--- config.mk ---
export PLATFORM = sky130hd
export DESIGN_NAME = external_irq_front_end
export DESIGN_NICKNAME = d
export VERILOG_FILES = /design/src/irq_front_pkg.sv /design/src/external_irq_front_end.sv
export SDC_FILE = /design/constraint.sdc
export NUM_CORES = 1
export LEC_CHECK = 0
export BUFFER_PORTS_ARGS = -buffer_cell sky130_fd_sc_hd__buf_2
export CAP_MARGIN = 20
export CORE_MARGIN = 2
export CORE_UTILIZATION = 30
export DETAILED_ROUTE_END_ITERATION = 8
export PLACE_DENSITY = 0.45
export SLEW_MARGIN = 15
export SYNTH_ARGS = -nofsm -noshare
export SYNTH_HDL_FRONTEND = slang
export SYNTH_SLANG_ARGS = --single-unit
export TNS_END_PERCENT = 10
--- constraint.sdc ---
create_clock -name mclk -period 31.3 [get_ports mclk]
set_input_delay 6.26 -clock mclk [delete_from_list [all_inputs] [get_ports mclk]]
set_output_delay 6.26 -clock mclk [all_outputs]
set_load 0.05 [all_outputs]
--- src/irq_front_pkg.sv ---
/*
 * Shared constants and carriers of the external request front end:
 * register offsets, reset values, sense codes, vector numbers, timing.
 * Assumes a 10 MHz system clock and a 16-bit register port.
 */
`default_nettype none

package irq_front_pkg;

	// ----------------------------------------------------------------
	// Register port
	// ----------------------------------------------------------------
	localparam int ADDR_W = 8;
	localparam int DATA_W = 16;

	typedef struct packed {
		logic [ADDR_W-1:0] addr;
		logic [DATA_W-1:0] wdata;
		logic wr;
		logic rd;
	} reg_req_s;

	localparam logic [ADDR_W-1:0] OFS_CONTROL = 8'h00;
	localparam logic [ADDR_W-1:0] OFS_SENSE_LO = 8'h02;
	localparam logic [ADDR_W-1:0] OFS_SENSE_HI = 8'h03;
	localparam logic [ADDR_W-1:0] OFS_LINE_EN = 8'h04;
	localparam logic [ADDR_W-1:0] OFS_STATUS = 8'h05;
	localparam logic [ADDR_W-1:0] OFS_PIN_ROUTE = 8'h06;
	localparam logic [ADDR_W-1:0] OFS_WAKE_EN = 8'h07;
	localparam logic [ADDR_W-1:0] OFS_PRIO_BASE = 8'h08;
	localparam logic [ADDR_W-1:0] OFS_PERIPH_PRIO = 8'h0C;
	localparam logic [ADDR_W-1:0] OFS_PERIPH_EN = 8'h0D;
	localparam logic [ADDR_W-1:0] OFS_STATE = 8'h0E;

	// ----------------------------------------------------------------
	// Fields and reset values
	// ----------------------------------------------------------------
	localparam int CTL_NMI_EDGE_BIT = 0;
	localparam int CTL_MODE2_BIT = 1;
	localparam logic [DATA_W-1:0] CONTROL_RST = 16'h0000;
	localparam logic [DATA_W-1:0] ROUTE_RST = 16'h0000;
	localparam logic [DATA_W-1:0] WAKE_RST = 16'h0007;
	localparam logic [DATA_W-1:0] PRIO_RST = 16'h7777;
	localparam logic [DATA_W-1:0] MASK_FULL = 16'hFFFF;
	localparam logic [DATA_W-1:0] MASK_REDUCED = 16'h00FF;
	localparam int LVL_W = 3;
	localparam int LVL_STRIDE = 4;
	localparam int LVL_TOP = 14;

	typedef enum logic [1:0] {
		SENSE_LOW = 2'b00,
		SENSE_FALL = 2'b01,
		SENSE_RISE = 2'b10,
		SENSE_BOTH = 2'b11
	} sense_e;

	// ----------------------------------------------------------------
	// Vectors
	// ----------------------------------------------------------------
	localparam logic [7:0] VEC_NMI = 8'h07;
	localparam logic [7:0] VEC_LINE0 = 8'h10;
	localparam logic [7:0] VEC_PERIPH0 = 8'h20;
	localparam logic [15:0] VADDR_NMI = 16'h001C;
	localparam logic [15:0] VADDR_LINE0 = 16'h0040;

	// ----------------------------------------------------------------
	// Timing
	// ----------------------------------------------------------------
	localparam int CLK_HZ = 10_000_000;
	localparam int SETTLE_US = 8;
	localparam int SETTLE_CYC = SETTLE_US * (CLK_HZ / 1_000_000);

endpackage

`default_nettype wire

--- src/external_irq_front_end.sv ---
/*
 * External request front end: pin routing, synchronisers, sense and
 * pending flags, enables, standby wake-up, default and level priority
 * with fixed vectors, and transfer controller triggers.
 * Assumes peripheral flags and standby level are synchronous inputs on mclk and a
 * single-cycle register port with read data one cycle after the strobe.
 */
// Decided for this implementation: the plain strobed port and the placing of the registers.
`default_nettype none

module external_irq_front_end
	import irq_front_pkg::*;
#(
	parameter int LINES = 16,
	parameter int PERIPH = 4,
	parameter int SETTLE_CYCLES = SETTLE_CYC
) (
	input wire logic mclk,
	input wire logic rstn,
	input wire irq_front_pkg::reg_req_s reg_req,
	output logic [irq_front_pkg::DATA_W-1:0] reg_rdata,
	input wire logic [LINES-1:0] pin_a,
	input wire logic [LINES-1:0] pin_b,
	input wire logic nmi_pin,
	input wire logic [PERIPH-1:0] periph_flag,
	input wire logic standby,
	input wire logic cpu_ack,
	input wire logic [7:0] ack_vector,
	output logic irq_req,
	output logic [7:0] irq_vector,
	output logic [15:0] irq_vaddr,
	output logic nmi_req,
	output logic [LINES+PERIPH-1:0] xfer_req,
	output logic wake
);
	import irq_front_pkg::*;

	// ----------------------------------------------------------------
	// Elaboration checks
	// ----------------------------------------------------------------
	if (LINES != 8 && LINES != 16) begin : g_bad_lines
		$error("LINES must be 8 or 16");
	end
	if (PERIPH < 1 || PERIPH > 4) begin : g_bad_periph
		$error("PERIPH must be 1 to 4");
	end
	if (SETTLE_CYCLES < 1 || SETTLE_CYCLES > 65535) begin : g_bad_settle
		$error("SETTLE_CYCLES out of range");
	end

	localparam logic [DATA_W-1:0] LMASK =
		(LINES == 16) ? MASK_FULL : MASK_REDUCED;
	localparam int NPRIO = LINES / 4;

	function automatic logic sense_hit(input logic [1:0] sc,
		input logic cur, input logic prev);
		logic hit;
		hit = 1'b0;
		unique case (sense_e'(sc))
			SENSE_LOW: hit = ~cur;
			SENSE_FALL: hit = prev & ~cur;
			SENSE_RISE: hit = ~prev & cur;
			SENSE_BOTH: hit = prev ^ cur;
		endcase
		return hit;
	endfunction

	// ----------------------------------------------------------------
	// Registers
	// ----------------------------------------------------------------
	logic [DATA_W-1:0] control_r;
	logic [2*DATA_W-1:0] sense_r;
	logic [DATA_W-1:0] line_en_r;
	logic [DATA_W-1:0] pend_r;
	logic [DATA_W-1:0] pend_nxt;
	logic [DATA_W-1:0] route_r;
	logic [DATA_W-1:0] wake_en_r;
	logic [DATA_W-1:0] prio_r [4];
	logic [DATA_W-1:0] periph_prio_r;
	logic [DATA_W-1:0] periph_en_r;
	logic [DATA_W-1:0] rdata_r;
	logic nmi_pend_r;
	logic nmi_pend_nxt;

	wire wr_ctl = reg_req.wr && reg_req.addr == OFS_CONTROL;
	wire wr_slo = reg_req.wr && reg_req.addr == OFS_SENSE_LO;
	wire wr_shi = reg_req.wr && reg_req.addr == OFS_SENSE_HI;
	wire wr_len = reg_req.wr && reg_req.addr == OFS_LINE_EN;
	wire wr_sts = reg_req.wr && reg_req.addr == OFS_STATUS;
	wire wr_rte = reg_req.wr && reg_req.addr == OFS_PIN_ROUTE;
	wire wr_wke = reg_req.wr && reg_req.addr == OFS_WAKE_EN;
	wire wr_ppr = reg_req.wr && reg_req.addr == OFS_PERIPH_PRIO;
	wire wr_pen = reg_req.wr && reg_req.addr == OFS_PERIPH_EN;
	wire [DATA_W-1:0] wmask = reg_req.wdata & LMASK;
	wire mode2 = control_r[CTL_MODE2_BIT];
	wire nmi_rising = control_r[CTL_NMI_EDGE_BIT];

	// ----------------------------------------------------------------
	// Pin routing, synchronisers and detection
	// ----------------------------------------------------------------
	logic [LINES-1:0] sync1_r, sync2_r, sync3_r;
	logic [LINES-1:0] line_hit;
	logic [LINES-1:0] line_clr_ack;
	logic [LINES-1:0] line_req;
	logic [LINES-1:0] sampled;
	logic [LVL_W-1:0] line_lvl [LINES];
	logic nsync1_r, nsync2_r, nsync3_r;
	wire asleep = standby;

	// Routing ahead of the synchroniser: a route change may look like
	// an edge, so software changes it with the line disabled.
	wire [LINES-1:0] routed = (route_r[LINES-1:0] & pin_b) |
		(~route_r[LINES-1:0] & pin_a);

	always_ff @(posedge mclk or negedge rstn) begin
		if (!rstn) begin
			sync1_r <= '1;
			sync2_r <= '1;
			sync3_r <= '1;
			nsync1_r <= 1'b1;
			nsync2_r <= 1'b1;
			nsync3_r <= 1'b1;
		end else begin
			sync1_r <= routed;
			sync2_r <= sync1_r;
			sync3_r <= sync2_r;
			nsync1_r <= nmi_pin;
			nsync2_r <= nsync1_r;
			nsync3_r <= nsync2_r;
		end
	end

	for (genvar i = 0; i < LINES; i++) begin : g_line
		localparam logic [7:0] VEC = VEC_LINE0 + 8'(i);
		assign sampled[i] = ~asleep | wake_en_r[i];
		assign line_hit[i] = sampled[i] &
			sense_hit(sense_r[2*i+:2], sync2_r[i], sync3_r[i]);
		// Level lines keep their flag while the pin is still low.
		assign line_clr_ack[i] = cpu_ack && ack_vector == VEC &&
			(sense_r[2*i+:2] != 2'(SENSE_LOW) || sync2_r[i]);
		assign line_req[i] = pend_r[i] & line_en_r[i];
		assign line_lvl[i] = mode2 ?
			prio_r[i/4][LVL_TOP-LVL_STRIDE*(i%4)-:LVL_W] : '0;
	end

	wire nmi_edge = nmi_rising ? (nsync2_r & ~nsync3_r) :
		(~nsync2_r & nsync3_r);
	wire [LINES-1:0] wake_hits = line_hit & wake_en_r[LINES-1:0];

	// Set wins over a clear arriving in the same cycle.
	always_comb begin
		pend_nxt = pend_r;
		if (wr_sts) begin
			pend_nxt = pend_nxt & reg_req.wdata;
		end
		pend_nxt[LINES-1:0] = (pend_nxt[LINES-1:0] & ~line_clr_ack) |
			line_hit;
		pend_nxt = pend_nxt & LMASK;
		nmi_pend_nxt = (nmi_pend_r &
			~(cpu_ack && ack_vector == VEC_NMI)) | nmi_edge;
	end

	// ----------------------------------------------------------------
	// Register writes
	// ----------------------------------------------------------------
	always_ff @(posedge mclk or negedge rstn) begin
		if (!rstn) begin
			control_r <= CONTROL_RST;
			sense_r <= '0;
			line_en_r <= '0;
			route_r <= ROUTE_RST;
			wake_en_r <= WAKE_RST;
			periph_prio_r <= PRIO_RST;
			periph_en_r <= '0;
		end else begin
			if (wr_ctl) control_r <= reg_req.wdata & 16'h0003;
			if (wr_slo) sense_r[DATA_W-1:0] <= reg_req.wdata;
			if (wr_shi) sense_r[2*DATA_W-1:DATA_W] <=
				(LINES == 16) ? reg_req.wdata : '0;
			if (wr_len) line_en_r <= wmask;
			if (wr_rte) route_r <= wmask;
			if (wr_wke) wake_en_r <= wmask;
			if (wr_ppr) periph_prio_r <= reg_req.wdata;
			if (wr_pen) periph_en_r <= reg_req.wdata &
				16'((1 << PERIPH) - 1);
		end
	end

	for (genvar p = 0; p < 4; p++) begin : g_prio
		wire wr_p = reg_req.wr &&
			reg_req.addr == OFS_PRIO_BASE + 8'(p) && p < NPRIO;
		always_ff @(posedge mclk or negedge rstn) begin
			if (!rstn) begin
				prio_r[p] <= PRIO_RST;
			end else if (wr_p) begin
				prio_r[p] <= reg_req.wdata & 16'h7777;
			end
		end
	end

	always_ff @(posedge mclk or negedge rstn) begin
		if (!rstn) begin
			pend_r <= '0;
			nmi_pend_r <= 1'b0;
		end else begin
			pend_r <= pend_nxt;
			nmi_pend_r <= nmi_pend_nxt;
		end
	end

	// ----------------------------------------------------------------
	// Peripheral sources
	// ----------------------------------------------------------------
	logic [PERIPH-1:0] periph_req;
	logic [LVL_W-1:0] periph_lvl [PERIPH];
	for (genvar k = 0; k < PERIPH; k++) begin : g_periph
		assign periph_req[k] = periph_flag[k] & periph_en_r[k];
		assign periph_lvl[k] = mode2 ?
			periph_prio_r[LVL_TOP-LVL_STRIDE*k-:LVL_W] : '0;
	end

	// ----------------------------------------------------------------
	// Priority and vector selection
	// ----------------------------------------------------------------
	logic best_any;
	logic [LVL_W-1:0] best_lvl;
	logic [7:0] best_vec;

	// Scanned in ascending vector order; only a strictly higher level
	// displaces, so equal levels keep the lower vector.
	always_comb begin
		best_any = 1'b0;
		best_lvl = '0;
		best_vec = '0;
		for (int i = 0; i < LINES; i++) begin
			if (line_req[i] && (!best_any || line_lvl[i] > best_lvl)) begin
				best_any = 1'b1;
				best_lvl = line_lvl[i];
				best_vec = VEC_LINE0 + 8'(i);
			end
		end
		for (int k = 0; k < PERIPH; k++) begin
			if (periph_req[k] &&
				(!best_any || periph_lvl[k] > best_lvl)) begin
				best_any = 1'b1;
				best_lvl = periph_lvl[k];
				best_vec = VEC_PERIPH0 + 8'(k);
			end
		end
		if (nmi_pend_r) begin
			best_any = 1'b1;
			best_vec = VEC_NMI;
		end
	end

	wire [15:0] best_vaddr = (best_vec == VEC_NMI) ? VADDR_NMI :
		{6'b00_0000, best_vec, 2'b00};

	logic irq_req_r;
	logic [7:0] irq_vector_r;
	logic [15:0] irq_vaddr_r;
	logic [LINES+PERIPH-1:0] xfer_r;

	always_ff @(posedge mclk or negedge rstn) begin
		if (!rstn) begin
			irq_req_r <= 1'b0;
			irq_vector_r <= '0;
			irq_vaddr_r <= '0;
			xfer_r <= '0;
		end else begin
			irq_req_r <= best_any;
			irq_vector_r <= best_vec;
			irq_vaddr_r <= best_vaddr;
			xfer_r <= {periph_req, line_req};
		end
	end

	// ----------------------------------------------------------------
	// Software standby wake-up
	// ----------------------------------------------------------------
	typedef enum logic [1:0] {
		ST_RUN,
		ST_SLEEP,
		ST_SETTLE
	} wake_state_e;

	wake_state_e wst_r, wst_nxt;
	logic [15:0] settle_r, settle_nxt;
	logic wake_r, wake_nxt;
	// The nonmaskable line and each line enabled in wake_en_r count as wake sources.
	wire wake_event = (|wake_hits) | nmi_edge;

	always_comb begin
		wst_nxt = wst_r;
		settle_nxt = settle_r;
		wake_nxt = 1'b0;
		unique case (wst_r)
			ST_RUN: begin
				if (standby) wst_nxt = ST_SLEEP;
			end
			ST_SLEEP: begin
				if (wake_event) begin
					wst_nxt = ST_SETTLE;
					settle_nxt = 16'(SETTLE_CYCLES - 1);
				end else if (!standby) begin
					wst_nxt = ST_RUN;
				end
			end
			ST_SETTLE: begin
				if (settle_r == '0) begin
					wake_nxt = 1'b1;
					wst_nxt = ST_RUN;
				end else begin
					settle_nxt = settle_r - 16'h0001;
				end
			end
		endcase
	end

	// Settle cannot be cut short: a leave-standby before the count is
	// out would run the core on an unsettled oscillator.
	always_ff @(posedge mclk or negedge rstn) begin
		if (!rstn) begin
			wst_r <= ST_RUN;
			settle_r <= '0;
			wake_r <= 1'b0;
		end else begin
			wst_r <= wst_nxt;
			settle_r <= settle_nxt;
			wake_r <= wake_nxt;
		end
	end

	// ----------------------------------------------------------------
	// Register reads
	// ----------------------------------------------------------------
	wire [DATA_W-1:0] state_word = {irq_req_r, nmi_pend_r, 4'h0,
		2'(wst_r), irq_vector_r};
	wire [1:0] pidx = 2'(reg_req.addr - OFS_PRIO_BASE);
	wire is_prio = reg_req.addr >= OFS_PRIO_BASE &&
		reg_req.addr < OFS_PRIO_BASE + 8'(NPRIO);
	wire [DATA_W-1:0] rd_mux =
		(reg_req.addr == OFS_CONTROL) ? control_r :
		(reg_req.addr == OFS_SENSE_LO) ? sense_r[DATA_W-1:0] :
		(reg_req.addr == OFS_SENSE_HI) ? sense_r[2*DATA_W-1:DATA_W] :
		(reg_req.addr == OFS_LINE_EN) ? line_en_r :
		(reg_req.addr == OFS_STATUS) ? pend_r :
		(reg_req.addr == OFS_PIN_ROUTE) ? route_r :
		(reg_req.addr == OFS_WAKE_EN) ? wake_en_r :
		is_prio ? prio_r[pidx] :
		(reg_req.addr == OFS_PERIPH_PRIO) ? periph_prio_r :
		(reg_req.addr == OFS_PERIPH_EN) ? periph_en_r :
		(reg_req.addr == OFS_STATE) ? state_word : '0;

	always_ff @(posedge mclk or negedge rstn) begin
		if (!rstn) begin
			rdata_r <= '0;
		end else begin
			rdata_r <= reg_req.rd ? rd_mux : '0;
		end
	end

	assign reg_rdata = rdata_r;
	assign irq_req = irq_req_r;
	assign irq_vector = irq_vector_r;
	assign irq_vaddr = irq_vaddr_r;
	assign nmi_req = nmi_pend_r;
	assign xfer_req = xfer_r;
	assign wake = wake_r;

endmodule // external_irq_front_end

`default_nettype wire

==> reports/metrics.cfg <==
[power]
power_density_nw_per_um2 = 52.3
report.power.total_mw = 0.971
p_leak_nw = 8.36
ir_worst_vdd_mv = 0.0341

[synth]
synth_area_leaders = dfrtp_1, dfstp_2, mux2_2
synth_top_family_by_area = multiplexers
synth-simple-area-share_pct = 11.7
synthAdderAreaFrac_pct = 6.55
synth_edf_count = 0
postSynthCellCount = 1485
synth_compound_area_share_pct = 15.1
yosysTopAreaCellShare_pct = 26.9
ys_ff_latch = 284
postSynth.asyncResetShare_pct = 100
muxShareOfSynthArea_pct = 15.7
synthTopCellsByCount = mux2_2, dfrtp_1, nand2_1
yosysSeqAreaShare_pct = 45.9
syn_area_sq_um = 15800
ys_warn_count = 0
synth_cell_types = 86
synthXorXnorAreaFrac_pct = 0.776
yosys.cell_count.top_type = mux2_2
syn_avg_cell_area_sq_um = 10.6
synth_top_cell_by_area = dfrtp_1
ys.flop_type = dfrtp_1

[final_layout]
instances_no_fill = 2329
regMostFlops = prio_r
drive_gt1_share_pct = 34.1
area_growth_pct = 17.5
multi_input_area_sq_um = 8030
fillers = 5371
seq_area_sq_um = 7250
largest_reg_flops = 48
final_core_util_pct = 35.5
fin_nets = 1767

[drt]
vias_per_cell = 5.31
drc = 0
drt-pass1-iter-count = 5
vias = 12364
routedWlPerCell_um = 24.1
finalWirelength_mm = 56.2
antenna_left = 0
drtIter0Drc = 1071

[worst_hold_path]
hold_class = reg2reg
hold_depth = 0
hp-start = sync1_r[11]

[timing]
fin_skew_ns = 0.0240
finalCriticalPeriod_ns = 29.05
finalHoldViolations = 0
finalMaxSlewViolations = 0
maxSlewHeadroom_pct = 27.9
finalCritPeriodShare_pct = 92.8
finalSetupViolCount = 0
worst_pin_slew_ns = 1.08
fmax_ghz = 0.0344

[die]
top_level_ports = 138
row_count = 84
die_x_um = 233
initial_core_util_pct = 30.2
core_area_sq_um = 52300
dieHeight_um = 233
dieArea_sq_um = 54500

[clock_tree]
htreeDepth = 2
hold_buffers = 0
cts_buffers = 37
cts.sinks = 284
clockBufferDepth = 3
cts_root_buf = clkbuf_16
clk_latency_ns = 0.57
clkTransAtPathRegs_ns = 0.06
cts_tree = built

[worst_setup_path]
path_common_cell = ha_1
max_stage_delay_ns = 0.47
reg2reg_to = irq_vector[3]
cp-start-kind = flip-flop
required_ns = 31.76
cpLargestDelayFamily = compound AO/OA/AOI/OAI gates
crit_path_start = line_en_r[0]
rrSetupSlack_ns = 2.25
cp.arrival_ns = 29.50
worstSetupPathType = reg2reg
cp-end-kind = flip-flop
crit_fanout = 11
rr_startpoint = line_en_r[0]
path_buf_inv = 5
slowest_stage = or3b_2
reg2reg_depth = 141
critPathCapture = irq_vector[3]
cp_num_cells = 141

[place]
dp_hpwl_mm = 41.0
io_buffers = 125
dp.cells = 2253
gp_congestion = 0.876

[grt]
antenna_found_initial = 2
grt_max_degree = 190
grt_pass1_wl_mm = 82.4
grt_pass1_vias = 12307
grt_overflow_total = 0
grt_usage_pct = 20.7

[run]
cap_violations = 0

[status]
status = finished clean

[placed cells by master (no fill, tap or decap), types with 38 or more instances in the layout]
cell type / synthesis / layout
o21ai_0: 68 / 64
inv_1: 80 / 80
mux2_2: 174 / 174
clkbuf_16: 0 / 38
nor2_1: 91 / 88
ha_1: 81 / 81
dfstp_2: 114 / 114
nand2_1: 151 / 150
buf_2: 2 / 124
a21oi_1: 70 / 69
dfrtp_1: 170 / 169
[worst min path at each step]
stage | end | slack (ns)
after floorplan | nsync2_r | 0.35
after global placement | sync2_r[6] | 0.35
after detailed placement | sync2_r[10] | 0.35
after CTS | sync2_r[11] | 0.34
after global routing | sync2_r[11] | 0.35
final | sync2_r[11] | 0.35
[cell type report]
type	instances	share of cell area [%]
clock inverter	19	1.16
tap	688	4.64
clock buffer	49	5.56
multi-input combinational	1053	43.2
antenna	1	0.0135
timing repair buffer	153	4.64
sequential	284	39.1
inverter	82	1.68
[timing repair]
item,4_1_cts,5_1_grt
setup buffers,0,7
gates resized for setup,0,27
endpoints found under the setup margin,0,10
[metal layers]
layer | track usage, % | vias up | wire length [um]
met5 | 0 | - | 0
met4 | 6.43 | 0 | 1510
met3 | 4.05 | 68 | 3490
met2 | 33.0 | 418 | 25400
met1 | 28.3 | 6262 | 25800
li1 | - | 5616 | -
[metrics by stage]
step	worst slack [ns]	hold slack [ns]	cell area (sq um)	TNS, ns
6_report	2.25	0.348	18600	0
3_3_place_gp	1.21	0.347	17200	0
4_1_cts	0.225	0.345	18400	0
5_1_grt	-0.0206	0.350	18600	-0.0206
2_1_floorplan	2.34	0.345	15800	0
3_5_place_dp	0.401	0.347	17200	0
[cells by family after synthesis]
logic type,Yosys count
AO/OA/AOI/OAI,344
XOR/XNOR,14
adder cells (fa/ha/maj),83
buffers and inverters,159
flip-flops,284
multiplexers,205
other,1
AND/OR/NAND/NOR,395
[power breakdown]
group          switching [mW]  total (mW)  internal, mW
combinational          0.0811       0.125        0.0443
sequential             0.0187       0.408         0.390
clock                   0.177       0.438         0.260
total                   0.277       0.971         0.694
(Power assumes the default switching activity.)
